### src/rtl/sap_params.svh
// Constants shared by both ends of the serial audio input link
`ifndef SAP_PARAMS_SVH
`define SAP_PARAMS_SVH

// --------------------------------------------------------------------
// System clock
// --------------------------------------------------------------------
`define SAP_CLK_HZ 50000000
`define SAP_CLK_NS 20

// --------------------------------------------------------------------
// Device register offsets and reset values
// --------------------------------------------------------------------
`define SAP_REG_FMT 8'h33
`define SAP_REG_OFS 8'h34
`define SAP_REG_CLKERR 8'h71
`define SAP_REG_ISTAT 8'h72
`define SAP_REG_IMASK 8'h73
`define SAP_FMT_RESET 8'h02
`define SAP_OFS_RESET 8'h00

// --------------------------------------------------------------------
// Format control fields
// --------------------------------------------------------------------
`define SAP_FMT_OFSHI 7
`define SAP_FMT_MODE_HI 5
`define SAP_FMT_MODE_LO 4
`define SAP_MODE_I2S 2'h0
`define SAP_MODE_TDM 2'h1
`define SAP_MODE_RJ 2'h2
`define SAP_MODE_LJ 2'h3
`define SAP_WL_16 2'h0
`define SAP_WL_20 2'h1
`define SAP_WL_24 2'h2
`define SAP_WL_32 2'h3

// --------------------------------------------------------------------
// Clock supervision
// --------------------------------------------------------------------
`define SAP_HALT_US 20
`define SAP_HALT_CYC (`SAP_HALT_US * (`SAP_CLK_HZ / 1000000))
`define SAP_RATE_MIN_HZ 24000
`define SAP_RATE_LO_HZ 40000
`define SAP_RATE_HI_HZ 70000
`define SAP_RATE_MAX_HZ 120000
`define SAP_CYC_MIN_RATE (`SAP_CLK_HZ / `SAP_RATE_MIN_HZ)
`define SAP_CYC_LO (`SAP_CLK_HZ / `SAP_RATE_LO_HZ)
`define SAP_CYC_HI (`SAP_CLK_HZ / `SAP_RATE_HI_HZ)
`define SAP_CYC_MAX_RATE (`SAP_CLK_HZ / `SAP_RATE_MAX_HZ)
`define SAP_RATE_32K 2'h0
`define SAP_RATE_48K 2'h1
`define SAP_RATE_96K 2'h2
`define SAP_RATE_BAD 2'h3

// --------------------------------------------------------------------
// Host controller
// --------------------------------------------------------------------
`define SAP_BCLK_NS 160
`define SAP_BCLK_HALF_CYC (`SAP_BCLK_NS / 2 / `SAP_CLK_NS)
`define SAP_RESTART_US 100
`define SAP_RESTART_CYC (`SAP_RESTART_US * (`SAP_CLK_HZ / 1000000))
`define SAP_H_CTRL 8'h00
`define SAP_H_LEFT 8'h04
`define SAP_H_RIGHT 8'h08
`define SAP_H_STAT 8'h0c
`define SAP_H_MASK 8'h10

`endif

### src/rtl/sap_pkg.sv
// Types for the serial audio input link: device rate code and host state
`default_nettype none
package sap_pkg;
  typedef logic [1:0] sap_rate_t;
  typedef enum {host_idle, host_run} sap_host_state_t;
endpackage
`default_nettype wire

### src/rtl/sap_link_if.sv
// Three-wire serial audio link between host and device
`default_nettype none
interface sap_link_if;
  logic bit_clk;
  logic word_clock_sync_pin;
  logic serial_data_input;
  modport host (output bit_clk, output word_clock_sync_pin, output serial_data_input);
  modport dev (input bit_clk, input word_clock_sync_pin, input serial_data_input);
endinterface
`default_nettype wire

### src/rtl/sap_device.sv
// Device end: serial audio receiver with clock supervision and registers
//
// Our own choice: the address-and-strobe port.
`include "sap_params.svh"
`default_nettype none

// Notes on behaviour
// - Data bit taken on bit clock rise
// - Bit clock is the only timing reference
// - Detect 32k, 48k, 96k class sample rate
// - Allowed formats, word lengths and clock ratios
// - Halt or bad ratio sets clock error
// - Halt forces hi-z, resumes state afterwards
// - Host halts clocks 100 us before rate change
// - Host gives stable clocks before register setup
// - Format select from control bits 5..4
// - Twos complement words, MSB first, up to 32
// - Word length from control bits 1..0
// - Offset from control bit 7 and offset register
// - Reset default is I2S, 24 bit
// - TDM sync rising edge starts a frame
// - I2S: word clock low left, high right
// - Right justified: high left, low right
module sap_device (
  input wire logic clock_i,
  input wire logic resetn_i,
  sap_link_if.dev link,
  input wire logic [7:0] reg_addr_i,
  input wire logic [7:0] reg_wdata_i,
  input wire logic reg_wr_i,
  input wire logic reg_rd_i,
  output logic [7:0] reg_rdata_o,
  output logic [31:0] left_o,
  output logic [31:0] right_o,
  output logic sample_valid_o,
  output logic channel_hiz_o,
  output sap_pkg::sap_rate_t rate_code_o,
  output logic irq_o
);
  import sap_pkg::*;

  // ------------------------------------------------------------------
  // Pin synchronisers
  // ------------------------------------------------------------------
  logic bclk_s1, bclk_s2, bclk_s3;
  logic wclk_s1, wclk_s2;
  logic sd_s1, sd_s2;
  // All port timing is taken from bit clock edges, no other audio clock exists
  always_ff @(posedge clock_i) begin
    if (!resetn_i) begin
      {bclk_s1, bclk_s2, bclk_s3} <= 3'h0;
      {wclk_s1, wclk_s2, sd_s1, sd_s2} <= 4'h0;
    end else begin
      bclk_s1 <= link.bit_clk;
      bclk_s2 <= bclk_s1;
      bclk_s3 <= bclk_s2;
      wclk_s1 <= link.word_clock_sync_pin;
      wclk_s2 <= wclk_s1;
      sd_s1 <= link.serial_data_input;
      sd_s2 <= sd_s1;
    end
  end
  logic bclk_rise;
  assign bclk_rise = bclk_s2 & ~bclk_s3;

  // ------------------------------------------------------------------
  // State
  // ------------------------------------------------------------------
  logic [7:0] fmt, ofs, istat, imask, rdata;
  logic wclk_prev, halted, first_frame, ratio_bad, err, valid, irq;
  logic [9:0] cnt, frame_cnt, frame_bits;
  logic [11:0] cyc_cnt;
  logic [10:0] halt_cnt;
  logic [31:0] shreg, left, right;
  sap_rate_t rate;
  logic [7:0] next_fmt, next_ofs, next_istat, next_imask, next_rdata;
  logic next_wclk_prev, next_halted, next_first_frame, next_ratio_bad, next_err, next_valid, next_irq;
  logic [9:0] next_cnt, next_frame_cnt, next_frame_bits;
  logic [11:0] next_cyc_cnt;
  logic [10:0] next_halt_cnt;
  logic [31:0] next_shreg, next_left, next_right;
  sap_rate_t next_rate;

  function automatic logic [5:0] wl_bits(input logic [1:0] code);
    case (code)
      `SAP_WL_16: wl_bits = 6'd16;
      `SAP_WL_20: wl_bits = 6'd20;
      `SAP_WL_24: wl_bits = 6'd24;
      default: wl_bits = 6'd32;
    endcase
  endfunction

  // Frame ratio check per format and detected rate
  function automatic logic ratio_ok(input logic [1:0] mode, input logic [9:0] bits, input sap_rate_t r);
    if (mode != `SAP_MODE_TDM) begin
      ratio_ok = (bits == 10'd32) || (bits == 10'd64);
    end else begin
      ratio_ok = (bits == 10'd128) || ((bits == 10'd256) && (r != `SAP_RATE_32K))
        || ((bits == 10'd512) && (r == `SAP_RATE_48K));
    end
  endfunction

  // ------------------------------------------------------------------
  // Next-state logic
  // ------------------------------------------------------------------
  logic [1:0] mode;
  logic [10:0] wl11, off11, half11, idx, st;
  logic slot_start, frame_start, in_win, is_right, last_bit;
  logic [31:0] word;
  logic err_rise, err_fall;
  always_comb begin
    mode = fmt[`SAP_FMT_MODE_HI:`SAP_FMT_MODE_LO];
    wl11 = {5'h0, wl_bits(fmt[1:0])};
    off11 = {2'h0, fmt[`SAP_FMT_OFSHI], ofs};
    half11 = {2'h0, frame_bits[9:1]};
    frame_start = wclk_s2 & ~wclk_prev;
    slot_start = (mode == `SAP_MODE_TDM) ? frame_start : (wclk_s2 != wclk_prev);
    idx = slot_start ? 11'h0 : ((cnt == 10'h3ff) ? {1'b0, cnt} : {1'b0, cnt} + 11'h1);
    st = off11;
    in_win = 1'b0;
    is_right = 1'b0;
    if (mode == `SAP_MODE_TDM) begin
      if (idx >= off11 && idx < off11 + wl11) begin
        in_win = 1'b1;
      end else if (idx >= off11 + wl11 && idx < off11 + wl11 + wl11) begin
        in_win = 1'b1;
        is_right = 1'b1;
        st = off11 + wl11;
      end
    end else begin
      if (mode == `SAP_MODE_I2S) begin
        st = off11 + 11'h1;
        is_right = wclk_s2;
      end else begin
        if (mode == `SAP_MODE_RJ) begin
          st = (half11 >= wl11 + off11) ? half11 - wl11 - off11 : 11'h0;
        end
        is_right = ~wclk_s2;
      end
      in_win = (idx >= st) && (idx < st + wl11);
    end
    last_bit = in_win && (idx == st + wl11 - 11'h1);
    next_shreg = shreg;
    next_left = left;
    next_right = right;
    next_valid = 1'b0;
    next_wclk_prev = wclk_prev;
    next_cnt = cnt;
    next_frame_cnt = frame_cnt;
    next_frame_bits = frame_bits;
    next_first_frame = first_frame;
    next_ratio_bad = ratio_bad;
    next_rate = rate;
    next_cyc_cnt = (cyc_cnt == 12'hfff) ? cyc_cnt : cyc_cnt + 12'h1;
    next_halt_cnt = (halt_cnt == 11'(`SAP_HALT_CYC)) ? halt_cnt : halt_cnt + 11'h1;
    next_halted = halted;
    word = 32'h0;
    if (bclk_rise) begin
      next_halt_cnt = 11'h0;
      next_halted = 1'b0;
      if (halted) begin
        next_first_frame = 1'b1;
      end
      next_wclk_prev = wclk_s2;
      next_cnt = idx[9:0];
      if (in_win) begin
        next_shreg = {shreg[30:0], sd_s2};
      end
      // Words are left aligned so the sign bit lands in bit 31
      word = next_shreg << (6'd32 - wl11[5:0]);
      if (last_bit && is_right) begin
        next_right = word;
        next_valid = ~halted & ~first_frame;
      end else if (last_bit) begin
        next_left = word;
      end
      if (frame_start) begin
        next_frame_cnt = 10'h0;
        next_frame_bits = frame_cnt + 10'h1;
        next_cyc_cnt = 12'h0;
        if (cyc_cnt > 12'(`SAP_CYC_MIN_RATE) || cyc_cnt < 12'(`SAP_CYC_MAX_RATE)) begin
          next_rate = `SAP_RATE_BAD;
        end else if (cyc_cnt > 12'(`SAP_CYC_LO)) begin
          next_rate = `SAP_RATE_32K;
        end else if (cyc_cnt > 12'(`SAP_CYC_HI)) begin
          next_rate = `SAP_RATE_48K;
        end else begin
          next_rate = `SAP_RATE_96K;
        end
        // The frame after a halt is partial, so its length is not judged
        if (!first_frame) begin
          next_ratio_bad = ~ratio_ok(mode, frame_cnt + 10'h1, next_rate);
        end
        next_first_frame = 1'b0;
      end else if (frame_cnt == 10'h3ff) begin
        next_ratio_bad = 1'b1;
      end else begin
        next_frame_cnt = frame_cnt + 10'h1;
      end
    end else if (halt_cnt == 11'(`SAP_HALT_CYC)) begin
      next_halted = 1'b1;
    end
    // Level tracks the conditions, so it drops once clocks are good
    next_err = halted | ratio_bad | (rate == `SAP_RATE_BAD);
    err_rise = next_err & ~err;
    err_fall = ~next_err & err;

    // Register port
    next_fmt = fmt;
    next_ofs = ofs;
    next_imask = imask;
    next_istat = istat;
    if (reg_wr_i) begin
      if (reg_addr_i == `SAP_REG_FMT) begin
        next_fmt = reg_wdata_i;
      end else if (reg_addr_i == `SAP_REG_OFS) begin
        next_ofs = reg_wdata_i;
      end else if (reg_addr_i == `SAP_REG_IMASK) begin
        next_imask = reg_wdata_i;
      end else if (reg_addr_i == `SAP_REG_ISTAT) begin
        next_istat = istat & ~reg_wdata_i;
      end
    end
    // Set wins over a clear in the same cycle
    next_istat = next_istat | {5'h0, next_valid, err_fall, err_rise};
    next_irq = |(istat & imask);
    next_rdata = 8'h0;
    if (reg_rd_i) begin
      if (reg_addr_i == `SAP_REG_FMT) begin
        next_rdata = fmt;
      end else if (reg_addr_i == `SAP_REG_OFS) begin
        next_rdata = ofs;
      end else if (reg_addr_i == `SAP_REG_CLKERR) begin
        next_rdata = {3'h0, rate, ratio_bad, halted, err};
      end else if (reg_addr_i == `SAP_REG_ISTAT) begin
        next_rdata = istat;
      end else if (reg_addr_i == `SAP_REG_IMASK) begin
        next_rdata = imask;
      end
    end
  end

  // ------------------------------------------------------------------
  // Registers
  // ------------------------------------------------------------------
  always_ff @(posedge clock_i) begin
    if (!resetn_i) begin
      fmt <= `SAP_FMT_RESET;
      ofs <= `SAP_OFS_RESET;
      istat <= 8'h0;
      imask <= 8'h0;
      rdata <= 8'h0;
      wclk_prev <= 1'b0;
      halted <= 1'b1;
      first_frame <= 1'b1;
      ratio_bad <= 1'b0;
      err <= 1'b1;
      valid <= 1'b0;
      irq <= 1'b0;
      cnt <= 10'h0;
      frame_cnt <= 10'h0;
      frame_bits <= 10'h0;
      cyc_cnt <= 12'h0;
      halt_cnt <= 11'h0;
      shreg <= 32'h0;
      left <= 32'h0;
      right <= 32'h0;
      rate <= `SAP_RATE_BAD;
    end else begin
      fmt <= next_fmt;
      ofs <= next_ofs;
      istat <= next_istat;
      imask <= next_imask;
      rdata <= next_rdata;
      wclk_prev <= next_wclk_prev;
      halted <= next_halted;
      first_frame <= next_first_frame;
      ratio_bad <= next_ratio_bad;
      err <= next_err;
      valid <= next_valid;
      irq <= next_irq;
      cnt <= next_cnt;
      frame_cnt <= next_frame_cnt;
      frame_bits <= next_frame_bits;
      cyc_cnt <= next_cyc_cnt;
      halt_cnt <= next_halt_cnt;
      shreg <= next_shreg;
      left <= next_left;
      right <= next_right;
      rate <= next_rate;
    end
  end

  assign reg_rdata_o = rdata;
  assign left_o = left;
  assign right_o = right;
  assign sample_valid_o = valid;
  assign channel_hiz_o = halted;
  assign rate_code_o = rate;
  assign irq_o = irq;
endmodule // sap_device
`default_nettype wire

### src/flat_wrapper.sv
// flat-port wrapper written by rule: the top's interface ports become plain ports
module sap_device_flat import sap_pkg::*;
  (clock_i, resetn_i, reg_addr_i, reg_wdata_i, reg_wr_i, reg_rd_i, reg_rdata_o, left_o, right_o, sample_valid_o, channel_hiz_o, rate_code_o, irq_o, link_bit_clk, link_word_clock_sync_pin, link_serial_data_input);
  sap_link_if link_i ();
  input wire logic clock_i;
  input wire logic resetn_i;
  input wire logic [7:0] reg_addr_i;
  input wire logic [7:0] reg_wdata_i;
  input wire logic reg_wr_i;
  input wire logic reg_rd_i;
  output logic [7:0] reg_rdata_o;
  output logic [31:0] left_o;
  output logic [31:0] right_o;
  output logic sample_valid_o;
  output logic channel_hiz_o;
  output sap_pkg::sap_rate_t rate_code_o;
  output logic irq_o;
  input wire logic [$bits(link_i.bit_clk)-1:0] link_bit_clk;
  input wire logic [$bits(link_i.word_clock_sync_pin)-1:0] link_word_clock_sync_pin;
  input wire logic [$bits(link_i.serial_data_input)-1:0] link_serial_data_input;
  assign link_i.bit_clk = link_bit_clk;
  assign link_i.word_clock_sync_pin = link_word_clock_sync_pin;
  assign link_i.serial_data_input = link_serial_data_input;
  sap_device u_core (.clock_i(clock_i), .resetn_i(resetn_i), .link(link_i), .reg_addr_i(reg_addr_i), .reg_wdata_i(reg_wdata_i), .reg_wr_i(reg_wr_i), .reg_rd_i(reg_rd_i), .reg_rdata_o(reg_rdata_o), .left_o(left_o), .right_o(right_o), .sample_valid_o(sample_valid_o), .channel_hiz_o(channel_hiz_o), .rate_code_o(rate_code_o), .irq_o(irq_o));
endmodule
### config.mk
export PLATFORM = sky130hd
export DESIGN_NAME = sap_device_flat
export DESIGN_NICKNAME = d
export VERILOG_FILES = /design/src/rtl/sap_pkg.sv /design/src/rtl/sap_link_if.sv /design/src/rtl/sap_device.sv /design/src/flat_wrapper.sv
export VERILOG_INCLUDE_DIRS = /design/src /design/src/rtl
export SDC_FILE = /design/constraint.sdc
export NUM_CORES = 1
export LEC_CHECK = 0
export BUFFER_PORTS_ARGS = -buffer_cell sky130_fd_sc_hd__buf_2
export CAP_MARGIN = 10
export CELL_PAD_IN_SITES_DETAIL_PLACEMENT = 0
export CELL_PAD_IN_SITES_GLOBAL_PLACEMENT = 1
export CORE_ASPECT_RATIO = 1.1
export CORE_MARGIN = 2
export CORE_UTILIZATION = 36
export DETAILED_ROUTE_END_ITERATION = 10
export PLACE_DENSITY_LB_ADDON = 0.1
export SLEW_MARGIN = 10
export SYNTH_ARGS = -nofsm -noshare
export SYNTH_HDL_FRONTEND = slang
export SYNTH_SLANG_ARGS = --single-unit
### constraint.sdc
create_clock -name clock_i -period 8.46 [get_ports clock_i]
set_input_delay 1.269 -clock clock_i [delete_from_list [all_inputs] [get_ports clock_i]]
set_output_delay 1.269 -clock clock_i [all_outputs]
set_load 0.05 [all_outputs]
; After elaboration in Yosys (flattened, before gate mapping)
; Index checks and enable logic that the tools add are counted.
[word_totals]
reg_bits = 205
latch_bits = 0
ram_bits = 0
romBits = 0
in_bits = 23
mem_count = 0
[op_classes]
add_sub_neg = 13
mul = 0
div = 0
order_cmp = 11
n_eq_ne = 25
shifts = 1
mux = 52
n_bitwise = 23
reduce_logical = 29
[ops]
columns = op, n
row1 = 2-to-1 mux 11 bit, 9
row2 = 2-to-1 mux 8 bit, 10
row3 = 2-to-1 mux 32 bit, 2
row4 = 2-to-1 mux 12 bit, 3
row5 = adder 11 x 6 -> 11 bit, 3
row6 = less-than comparator 11 bit, 3
row7 = left shift 32 x 6 -> 32 bit, 1
row8 = == test 10 bit (second input constant), 3
row9 = == test 8 x 7 -> 1 bit (second input constant), 3
row10 = greater-or-equal comparator 11 bit, 2
row11 = 2-to-1 mux 1 bit, 20
row12 = 2-to-1 mux 10 bit, 2
row13 = one-hot mux 6 bit (3 select lines), 1
row14 = AND 8 bit, 2
row15 = == test 8 x 6 -> 1 bit (second input constant), 2
row16 = adder 12 x 1 -> 12 bit (second input constant), 1
row17 = == test 12 bit (second input constant), 1
row18 = greater-than comparator 12 x 10 -> 1 bit (second input constant), 1
row19 = greater-than comparator 12 x 11 -> 1 bit (second input constant), 1
row20 = greater-than comparator 12 bit (second input constant), 1
row21 = less-than comparator 12 x 9 -> 1 bit (second input constant), 1
row22 = NOT 1 bit, 12
row23 = AND reduction 2 bit, 6
row24 = adder 10 x 1 -> 11 bit (second input constant), 1
row25 = other kinds (34), 63

; Longest topological paths before layout
; Gate-level depths: netlist of the first run.
[logic_depth]
depth_word = 17
mapped_depth = 39

; Least setup slack after synthesis of the first run
; Ideal clock, no wire load.
[synth_timing]
kind = register -> register
start = reg u_core.fmt[1]
end = reg u_core.left[27] (netlist: u_core.left_o[27])
arrival_time_ns = 7.334
t_required_ns = 8.343
path_slack_ns = 1.009
path_stages_with_launch = 36
path_buffers = 3
synth_period_minus_slack_ns = 7.451
cell_sequence = dfxtp_1 > ha_1 > inv_1 > ha_1 > inv_1 > a211oi_1 > o21a_1 > nor2_1 > ha_1 > nand2_1 > o21ai_0 > nand2_1 > nor2_1 > xor2_1 > ha_1 > a211oi_1 > nor2_1 > or4_1 > clkbuf_1 > o211ai_1 > o21ai_0 > ha_1 > inv_1 > ha_1 > nor2b_1 > o31a_1 > o31a_1 > a21o_1 > xor2_1 > o31ai_1 > and3_1 > nand4_1 > or4_1 > clkbuf_1 > buf_2 > a32o_1
[synth_via]
elab_chain_len = 16
[synth_rtl]
columns = item, line
row1 = from (decl), sap_device.sv:69  ; logic [7:0] fmt, ofs, istat, imask, rdata;
row2 = from (signal assigned), sap_device.sv:248  ; fmt <= `SAP_FMT_RESET;
row3 = from (signal assigned), sap_device.sv:270  ; fmt <= next_fmt;
row4 = == test 2 bit (tied with other cells), sap_device.sv:85  ; case (code)
row5 = one-hot mux 6 bit (3 select lines) *, sap_device.sv:85
row6 = adder 9 x 6 -> 10 bit or subtractor 9 x 6 -> 10 bit (tied branches), --
row7 = adder 11 x 6 -> 11 bit (tied with other cells), sap_device.sv:125  ; end else if (idx >= off11 + wl11 && idx < off11 + wl11 + wl11) begin
row8 = less-than comparator 11 bit or 2-to-1 mux 11 bit (tied branches), "sap_device.sv:125, sap_device.sv:136"
row9 = logical AND 1 bit or 2-to-1 mux 11 bit (tied branches), "sap_device.sv:125, sap_device.sv:135"
row10 = "2-to-1 mux 11 bit, on equally long branches", "sap_device.sv:125, sap_device.sv:131"
row11 = "2-to-1 mux 11 bit, on equally long branches", "sap_device.sv:123, sap_device.sv:122"
row12 = 2-to-1 mux 11 bit or adder 11 x 6 -> 11 bit (tied branches), "sap_device.sv:122, sap_device.sv:140"
row13 = adder 11 x 6 -> 11 bit or less-than comparator 11 bit (tied branches), "sap_device.sv:142, sap_device.sv:140"
row14 = subtractor 11 x 1 -> 11 bit or logical AND 1 bit (tied branches), "sap_device.sv:142, sap_device.sv:140"
row15 = == test 11 bit or 2-to-1 mux 1 bit (tied branches), "sap_device.sv:142, sap_device.sv:122"
row16 = logical AND 1 bit, sap_device.sv:142  ; last_bit = in_win && (idx == st + wl11 - 11'h1);
row17 = logical AND 1 bit, sap_device.sv:171  ; if (last_bit && is_right) begin
row18 = NOT 1 bit (no line), --
row19 = AND reduction 3 bit (no line), --
row20 = to (signal assigned), sap_device.sv:288  ; left <= next_left;
row21 = to (decl), sap_device.sv:74  ; logic [31:0] shreg, left, right;
; Every way passes the cells marked *; elsewhere a longest branch is shown, timed or not. The select of a mux whose other input is x is not followed.
; A chain may end at the register's enable or synchronous reset.

; Final worst setup path of the first run
[layout_timing]
start = reg u_core.fmt[0]
end = reg u_core.valid (netlist: u_core.sample_valid_o)
[layout_via]
elab_chain_len = 16
[layout_rtl]
columns = item, line
row1 = == test 2 bit (tied with other cells), sap_device.sv:85
row2 = one-hot mux 6 bit (3 select lines) *, sap_device.sv:85
row3 = adder 9 x 6 -> 10 bit or subtractor 9 x 6 -> 10 bit (tied branches), --
row4 = adder 11 x 6 -> 11 bit (tied with other cells), sap_device.sv:125
row5 = less-than comparator 11 bit or 2-to-1 mux 11 bit (tied branches), "sap_device.sv:125, sap_device.sv:136"
row6 = logical AND 1 bit or 2-to-1 mux 11 bit (tied branches), "sap_device.sv:125, sap_device.sv:135"
row7 = "2-to-1 mux 11 bit, on equally long branches", "sap_device.sv:125, sap_device.sv:131"
row8 = "2-to-1 mux 11 bit, on equally long branches", "sap_device.sv:123, sap_device.sv:122"
row9 = 2-to-1 mux 11 bit or adder 11 x 6 -> 11 bit (tied branches), "sap_device.sv:122, sap_device.sv:140"
row10 = adder 11 x 6 -> 11 bit or less-than comparator 11 bit (tied branches), "sap_device.sv:142, sap_device.sv:140"
row11 = subtractor 11 x 1 -> 11 bit or logical AND 1 bit (tied branches), "sap_device.sv:142, sap_device.sv:140"
row12 = == test 11 bit or 2-to-1 mux 1 bit (tied branches), "sap_device.sv:142, sap_device.sv:122"
row13 = logical AND 1 bit, sap_device.sv:142
row14 = logical AND 1 bit *, sap_device.sv:171
row15 = 2-to-1 mux 1 bit *, sap_device.sv:171
row16 = 2-to-1 mux 1 bit *, sap_device.sv:158  ; if (bclk_rise) begin
row17 = to (signal assigned), sap_device.sv:280  ; valid <= next_valid;
row18 = to (decl), sap_device.sv:70  ; logic wclk_prev, halted, first_frame, ratio_bad, err, valid, irq;
; Marks and branches as above.

==> results.yml, run 1 <==
critical_path:
  rrSetupSlack_ns: 0.49
  cp_data_arrival_time_ns: 8.36
  worst-r2r-cell-count: 36
  worst-setup-path-type: "flip-flop to flip-flop"
  cp_top_family: "compound AO/OA/AOI/OAI gates"
  max_stage_delay_ns: 0.48
  r2r_end: "u_core.sample_valid_o"
  end_kind: "flip-flop"
  cp-start-kind: "flip-flop"
  required_ns: 8.84
  crit_top_cell: "a21oi_1"
  worst-path-stages: 36
  critPathMaxFanout: 16
  slowest_stage: "nor4b_1"
  path_buf_inv: 5
  crit_end: "u_core.sample_valid_o"
  startpoint: "u_core.fmt[0]"
  r2r_start: "u_core.fmt[0]"
final_layout:
  multiInputGateArea_sq_um: 8531
  area_delta_synth_final_pct: 16.06
  final_cell_mix: "dfxtp_1 (202), nand2_1 (141), a21oi_1 (137), nor2_1 (127), ha_1 (104)"
  nFillCells: 3698
  regArea_sq_um: 4086
  final_common_cell: "dfxtp_1"
  num_antenna_cells: 0
  drive_gt1_share_pct: 15.89
  postLayoutCoreUtil_pct: 42.28
  design_area_sq_um: 15250
  nNetsFinal: 1788
yosys:
  yosys.cell_types.count: 81
  synth_edf_count: 0
  synth_fa_ha_area_share_pct: 10.51
  synth_top_family_by_area: "compound AO/OA/AOI/OAI gates"
  yosys_warnings: 0
  synth_ff_type: "dfxtp_1"
  synth-xor-area-share_pct: 5.198
  synth-compound-area-share_pct: 21.96
  yosysTopAreaCell: "dfxtp_1"
  synthMuxAreaShare_pct: 7.883
  ys_seq_elements: 204
  synth.avg_cell_area_sq_um: 8.436
  netlist_instances: 1558
  synth_top_area_share_pct: 31.07
  synth-simple-area-share_pct: 18.55
  ys_async_sr_fraction_pct: 0
  syn_area_sq_um: 13140
  synth_area_leaders: "dfxtp_1 (31%), ha_1 (9.9%), a21oi_1 (5.2%), nand2_1 (4.0%), mux4_2 (3.9%)"
  ys_seq_area_share_pct: 31.07
floorplan:
  num_rows: 73
  die_x_microns: 186.2
  core_sq_um: 36080
  die-height_microns: 204.4
  ios: 100
  start_util_pct: 36.43
  die_area_sq_um: 38050
place:
  gp_congestion: 0.9008
  dp_hpwl_microns: 33280
  place_ws_ns: 0.2090
  port_buffers: 99
  dpl_cell_area_sq_um: 14290
power_and_ir_drop:
  power.leakage_uw: 0.006122
  p_per_area_nw_per_um2: 143.2
  ir_drop_mv: 0.1428
clocking:
  cts_tree: "yes"
  clk_pin_slew_ns: 0.06
  hold_buffers: 0
  clkSinkCount: 204
  clock_path_buffers: 3
  root_buffer: "clkbuf_16"
  htreeDepth: 1
  numCtsBuffers: 25
  worstSkewPairLatency_ns: 0.55
route:
  vias: 12050
  wl_per_cell_microns: 20.33
  via_per_inst: 5.576
  drt-initial-drc-count: 902
  wirelength_microns: 43940
  drc: 0
  firstDrtPassIters: 5
  ant_nets: 0
timing:
  worst_pin_slew_ns: 0.9316
  slew_headroom_pct: 37.52
  period_share_pct: 94.26
  period_needed_ns: 7.974
  finalSetupViolCount: 0
  clock_skew_ns: 0.01864
  hold_violations: 0
  rsz0062_at_grt: "false"
  hold_ws_ns: 0.4332
  max_freq_ghz: 0.1254
  drv_slew: 0
  tns_ns: 0
  finalWorstSetupSlack_ns: 0.4860
status:
  status: "complete, no violations"
flow_run:
  drv_cap: 0
global_routing:
  grt_overflow: 0
  grt.total_usage_pct: 23.11
  grt_max_degree: 67
  grt_pass1_vias: 11610
  grt_pass1_wl_microns: 68300
  antenna_found_initial: 0
min_path:
  hold_path_class: "flip-flop to flip-flop"
[sequential cells by signal, summed over array words and instances, names as in the netlist, 2 cells and up]
signal / cells
u_core.left_o: 32
u_core.right_o: 32
u_core.shreg: 32
u_core.cyc_cnt: 12
u_core.halt_cnt: 11
u_core.cnt: 10
u_core.frame_cnt: 10
u_core.frame_bits: 9
u_core.fmt: 8
u_core.imask: 8
u_core.istat: 8
u_core.ofs: 8
u_core.reg_rdata_o: 8
u_core.rate_code_o: 2
[layer usage]
metal  global-route usage (%)  share of wire (%)
met5                        0                  0
met3                    3.314                4.5
met4                    6.918                2.8
met2                    35.67                 44
met1                    33.22                 49
[cell families (layout without fill, tap and decap cells)]
kind of cell / Yosys count / in the layout
AO/OA/AOI/OAI: 437 / 437
other: 2 / 4
XOR/XNOR: 78 / 78
adder cells (fa/ha/maj): 108 / 108
AND/OR/NAND/NOR: 502 / 502
buffers and inverters: 154 / 268
multiplexers: 73 / 73
flip-flops: 204 / 204
[layout make-up]
cell class | instances | area share (%)
repair buffers | 154 | 6.037
well taps | 487 | 3.995
clock buffers | 33 | 4.561
multi-input cells | 1202 | 55.93
clock inverters | 11 | 0.9679
flip-flops and latches | 204 | 26.79
inverters | 70 | 1.723
[where the power goes]
part / leakage, uW / total [uW] / switching, uW / internal [uW]
combinational: 0.00406 / 107 / 69.2 / 38.1
sequential: 0.00165 / 973 / 6.77 / 966
clock: 0.000414 / 1100 / 434 / 670
[worst reg2reg max path, delay by kind of cell (launching register included)]
family | cells | cell delay [ns]
DFF | 1 | 0.38
adders and majority gates | 5 | 1.41
AOI/OAI and AO/OA | 16 | 3.05
buffers and inverters | 5 | 0.71
and+or+nand+nor | 7 | 1.74
xor gates and xnor gates | 3 | 0.55
[Yosys cell counts, drive strengths merged (13+ instances only)]
cell    number
xor2        34
ha         104
xnor2       44
nor3        35
nor2b       13
a32o        13
dfxtp      204
a21oi      137
o21ai       88
nand4       17
and2        20
a31oi       16
a211oi      20
nand3       63
nand2      141
mux2i       36
mux2        14
a21o        18
a22o        40
nor2       132
mux4        23
buf         27
a22oi       19
o211ai      13
clkbuf      57
and3        18
inv         70
[through the flow]
step | cells | power [uW]
2_1_floorplan | 1560 | 1059
3_3_place_gp | 2111 | 1096
3_5_place_dp | 2111 | 1096
4_1_cts | 2155 | 2209
5_1_grt | 2161 | 2265
6_report | 2161 | 2185
[repair_timing]
item                                    CTS  global route
resized for setup                         0            14
endpoints found under the setup margin    0            65
buffers inserted                          0             6
[worst min-delay path by stage]
stage	start	cells after the start	to
2_1_floorplan	u_core.bclk_s1	1	u_core.bclk_s2
3_3_place_gp	u_core.sd_s1	1	u_core.sd_s2
3_5_place_dp	u_core.sd_s1	1	u_core.sd_s2
4_1_cts	u_core.sd_s1	1	u_core.sd_s2
5_1_grt	u_core.sd_s1	1	u_core.sd_s2
6_report	u_core.sd_s1	1	u_core.sd_s2
Power figures use the tool's default switching activity.
==> inputs of run 2 (changes only) <==
--- a/config.mk
+++ b/config.mk
@@ -10,7 +10,6 @@
 export CAP_MARGIN = 10
 export CELL_PAD_IN_SITES_DETAIL_PLACEMENT = 0
 export CELL_PAD_IN_SITES_GLOBAL_PLACEMENT = 1
-export CORE_ASPECT_RATIO = 1.1
 export CORE_MARGIN = 2
 export CORE_UTILIZATION = 36
 export DETAILED_ROUTE_END_ITERATION = 10
==> results.yml, run 2 (synthesis gave the netlist of run 1 again) <==
status:
  status: "complete, no violations"
power_and_ir_drop:
  p_sw_share_pct: 24.03
  p_per_area_nw_per_um2: 139.2
  p_seq_share_pct: 45.8
  p_int_uw: 1614
  pwr-share-clk_pct: 49.2
  ir_drop_mv: 0.1291
  power.leakage_uw: 0.006161
  combPwrFrac_pct: 5.1
  p_sw_uw: 510.7
min_path:
  min_from: "u_core.sd_s1"
  min_delay_path_depth: 1
  whs_endpoint: "u_core.sd_s2"
  hold_path_class: "flip-flop to flip-flop"
global_routing:
  grt_overflow: 0
  grt.total_usage_pct: 22.49
  grt_max_degree: 67
  antenna_found_initial: 2
  grt_pass1_vias: 11350
  grt_pass1_wl_microns: 67790
route:
  drc: 0
  vias: 12110
  wirelength_microns: 43370
  drt-initial-drc-count: 904
  via_per_inst: 5.649
  ant_nets: 0
  firstDrtPassIters: 7
  wl_per_cell_microns: 20.23
critical_path:
  cp_data_arrival_time_ns: 8.45
  slowest_stage: "mux4_2"
  rrSetupSlack_ns: 0.44
  end_kind: "flip-flop"
  cp-start-kind: "flip-flop"
  cp_top_family: "compound AO/OA/AOI/OAI gates"
  worst-setup-path-type: "flip-flop to flip-flop"
  crit_top_cell: "ha_1"
  path_buf_inv: 4
  required_ns: 8.89
  startpoint: "u_core.fmt[1]"
  worst-r2r-cell-count: 36
  critPathMaxFanout: 15
  r2r_end: "u_core.left_o[27]"
  r2r_start: "u_core.fmt[1]"
  max_stage_delay_ns: 0.53
final_layout:
  drive_gt1_share_pct: 16.77
  final_cell_mix: "dfxtp_1 (202), nand2_1 (141), a21oi_1 (133), nor2_1 (128), ha_1 (104)"
  design_area_sq_um: 15270
  multiInputGateArea_sq_um: 8572
  final_common_cell: "dfxtp_1"
  regArea_sq_um: 4086
  nNetsFinal: 1794
  postLayoutCoreUtil_pct: 42.72
  area_delta_synth_final_pct: 16.18
  nFillCells: 3674
clocking:
  htreeDepth: 1
  clk_pin_slew_ns: 0.06
  clock_path_buffers: 3
  root_buffer: "clkbuf_16"
  worstSkewPairLatency_ns: 0.55
  numCtsBuffers: 25
  clkSinkCount: 204
  cts_tree: "yes"
floorplan:
  die_area_sq_um: 38050
  die_x_microns: 195.1
  ios: 100
  start_util_pct: 36.77
  num_rows: 69
  core_sq_um: 35740
  die-height_microns: 195.1
timing:
  finalSetupViolCount: 0
  period_share_pct: 94.78
  finalWorstSetupSlack_ns: 0.4418
  clock_skew_ns: 0.02432
  hold_violations: 0
  worst_pin_slew_ns: 1.186
  period_needed_ns: 8.018
  slew_headroom_pct: 20.91
  drv_slew: 0
  max_freq_ghz: 0.1247
  hold_ws_ns: 0.4368
place:
  place_ws_ns: -0.1372
  gp_congestion: 0.8721
  dpl_cell_area_sq_um: 14320
  dp_hpwl_microns: 33180
  port_buffers: 99
flow_run:
  drv_cap: 0
## run 2: changes by cell type in the layout (fill, tap and decap cells not counted), sizes merged
cell / delta
clkinv: +6
inv: -2
diode: +1
buf: +6
bufinv: -2
## run 2: power groups by stage
stage          Clock, uW  Combinational [uW]  Sequential (uW)
2_1_floorplan          0                66.7              992
3_3_place_gp           0                 103              993
3_5_place_dp           0                 103              993
4_1_cts             1070                 106              972
5_1_grt             1110                 118              973
6_report            1040                 108              972
## run 2: per-layer routing
| metal | GRT usage, % | wire [microns] | up-vias |
|---|---|---|---|
| met1 | 34.13 | 22040 | 5742 |
| li1 | - | - | 5925 |
| met2 | 33.35 | 18040 | 380 |
| met5 | 0 | 0 | - |
| met3 | 3.092 | 2373 | 64 |
| met4 | 5.344 | 915 | 0 |
## run 2: through the flow
| step | TNS (ns) | cells | power [uW] |
|---|---|---|---|
| after global placement | -0.4659 | 2094 | 1097 |
| after floorplan | 0 | 1560 | 1059 |
| after detailed placement | -2.058 | 2094 | 1096 |
| after global routing | -0.006612 | 2143 | 2201 |
| final | 0 | 2144 | 2125 |
| after CTS | 0 | 2143 | 2148 |
## run 2: worst max path at each step
stage                         endpoint  slack, ns  cells past startpoint
floorplan            u_core.left_o[27]       1.01                     35
global placement     u_core.left_o[22]      -0.06                     36
detailed placement  u_core.right_o[21]      -0.14                     37
CTS                 u_core.right_o[22]       0.04                     37
global route         u_core.left_o[23]     -0.004                     37
finish               u_core.left_o[27]       0.44                     36
## run 2: cell type report
type                            instances  share of cell area (%)
Sequential cell                       204                   26.76
Inverter                               70                   1.721
Clock buffer                           33                   4.556
Tap cell                              461                   3.777
Antenna cell                            1                 0.01639
Multi-Input combinational cell       1202                   56.14
Timing Repair Buffer                  160                   6.326
Clock inverter                         13                  0.7047
## run 2: worst reg2reg max path: cells and delay by family (launching register included)
| family | cells | cell delay (ns) |
|---|---|---|
| DFF | 1 | 0.40 |
| and+or+nand+nor | 5 | 0.69 |
| AOI/OAI and AO/OA | 17 | 3.53 |
| adders and majority gates | 7 | 1.88 |
| muxes | 1 | 0.54 |
| xor gates and xnor gates | 2 | 0.40 |
| buffers and inverters | 4 | 0.49 |
## run 2: repair_timing
item	4_1_cts	5_1_grt
setup buffers	3	0
setup endpoints to repair	33	96
hold buffers	0	0
resized for setup	2	19
pin swaps	1	0
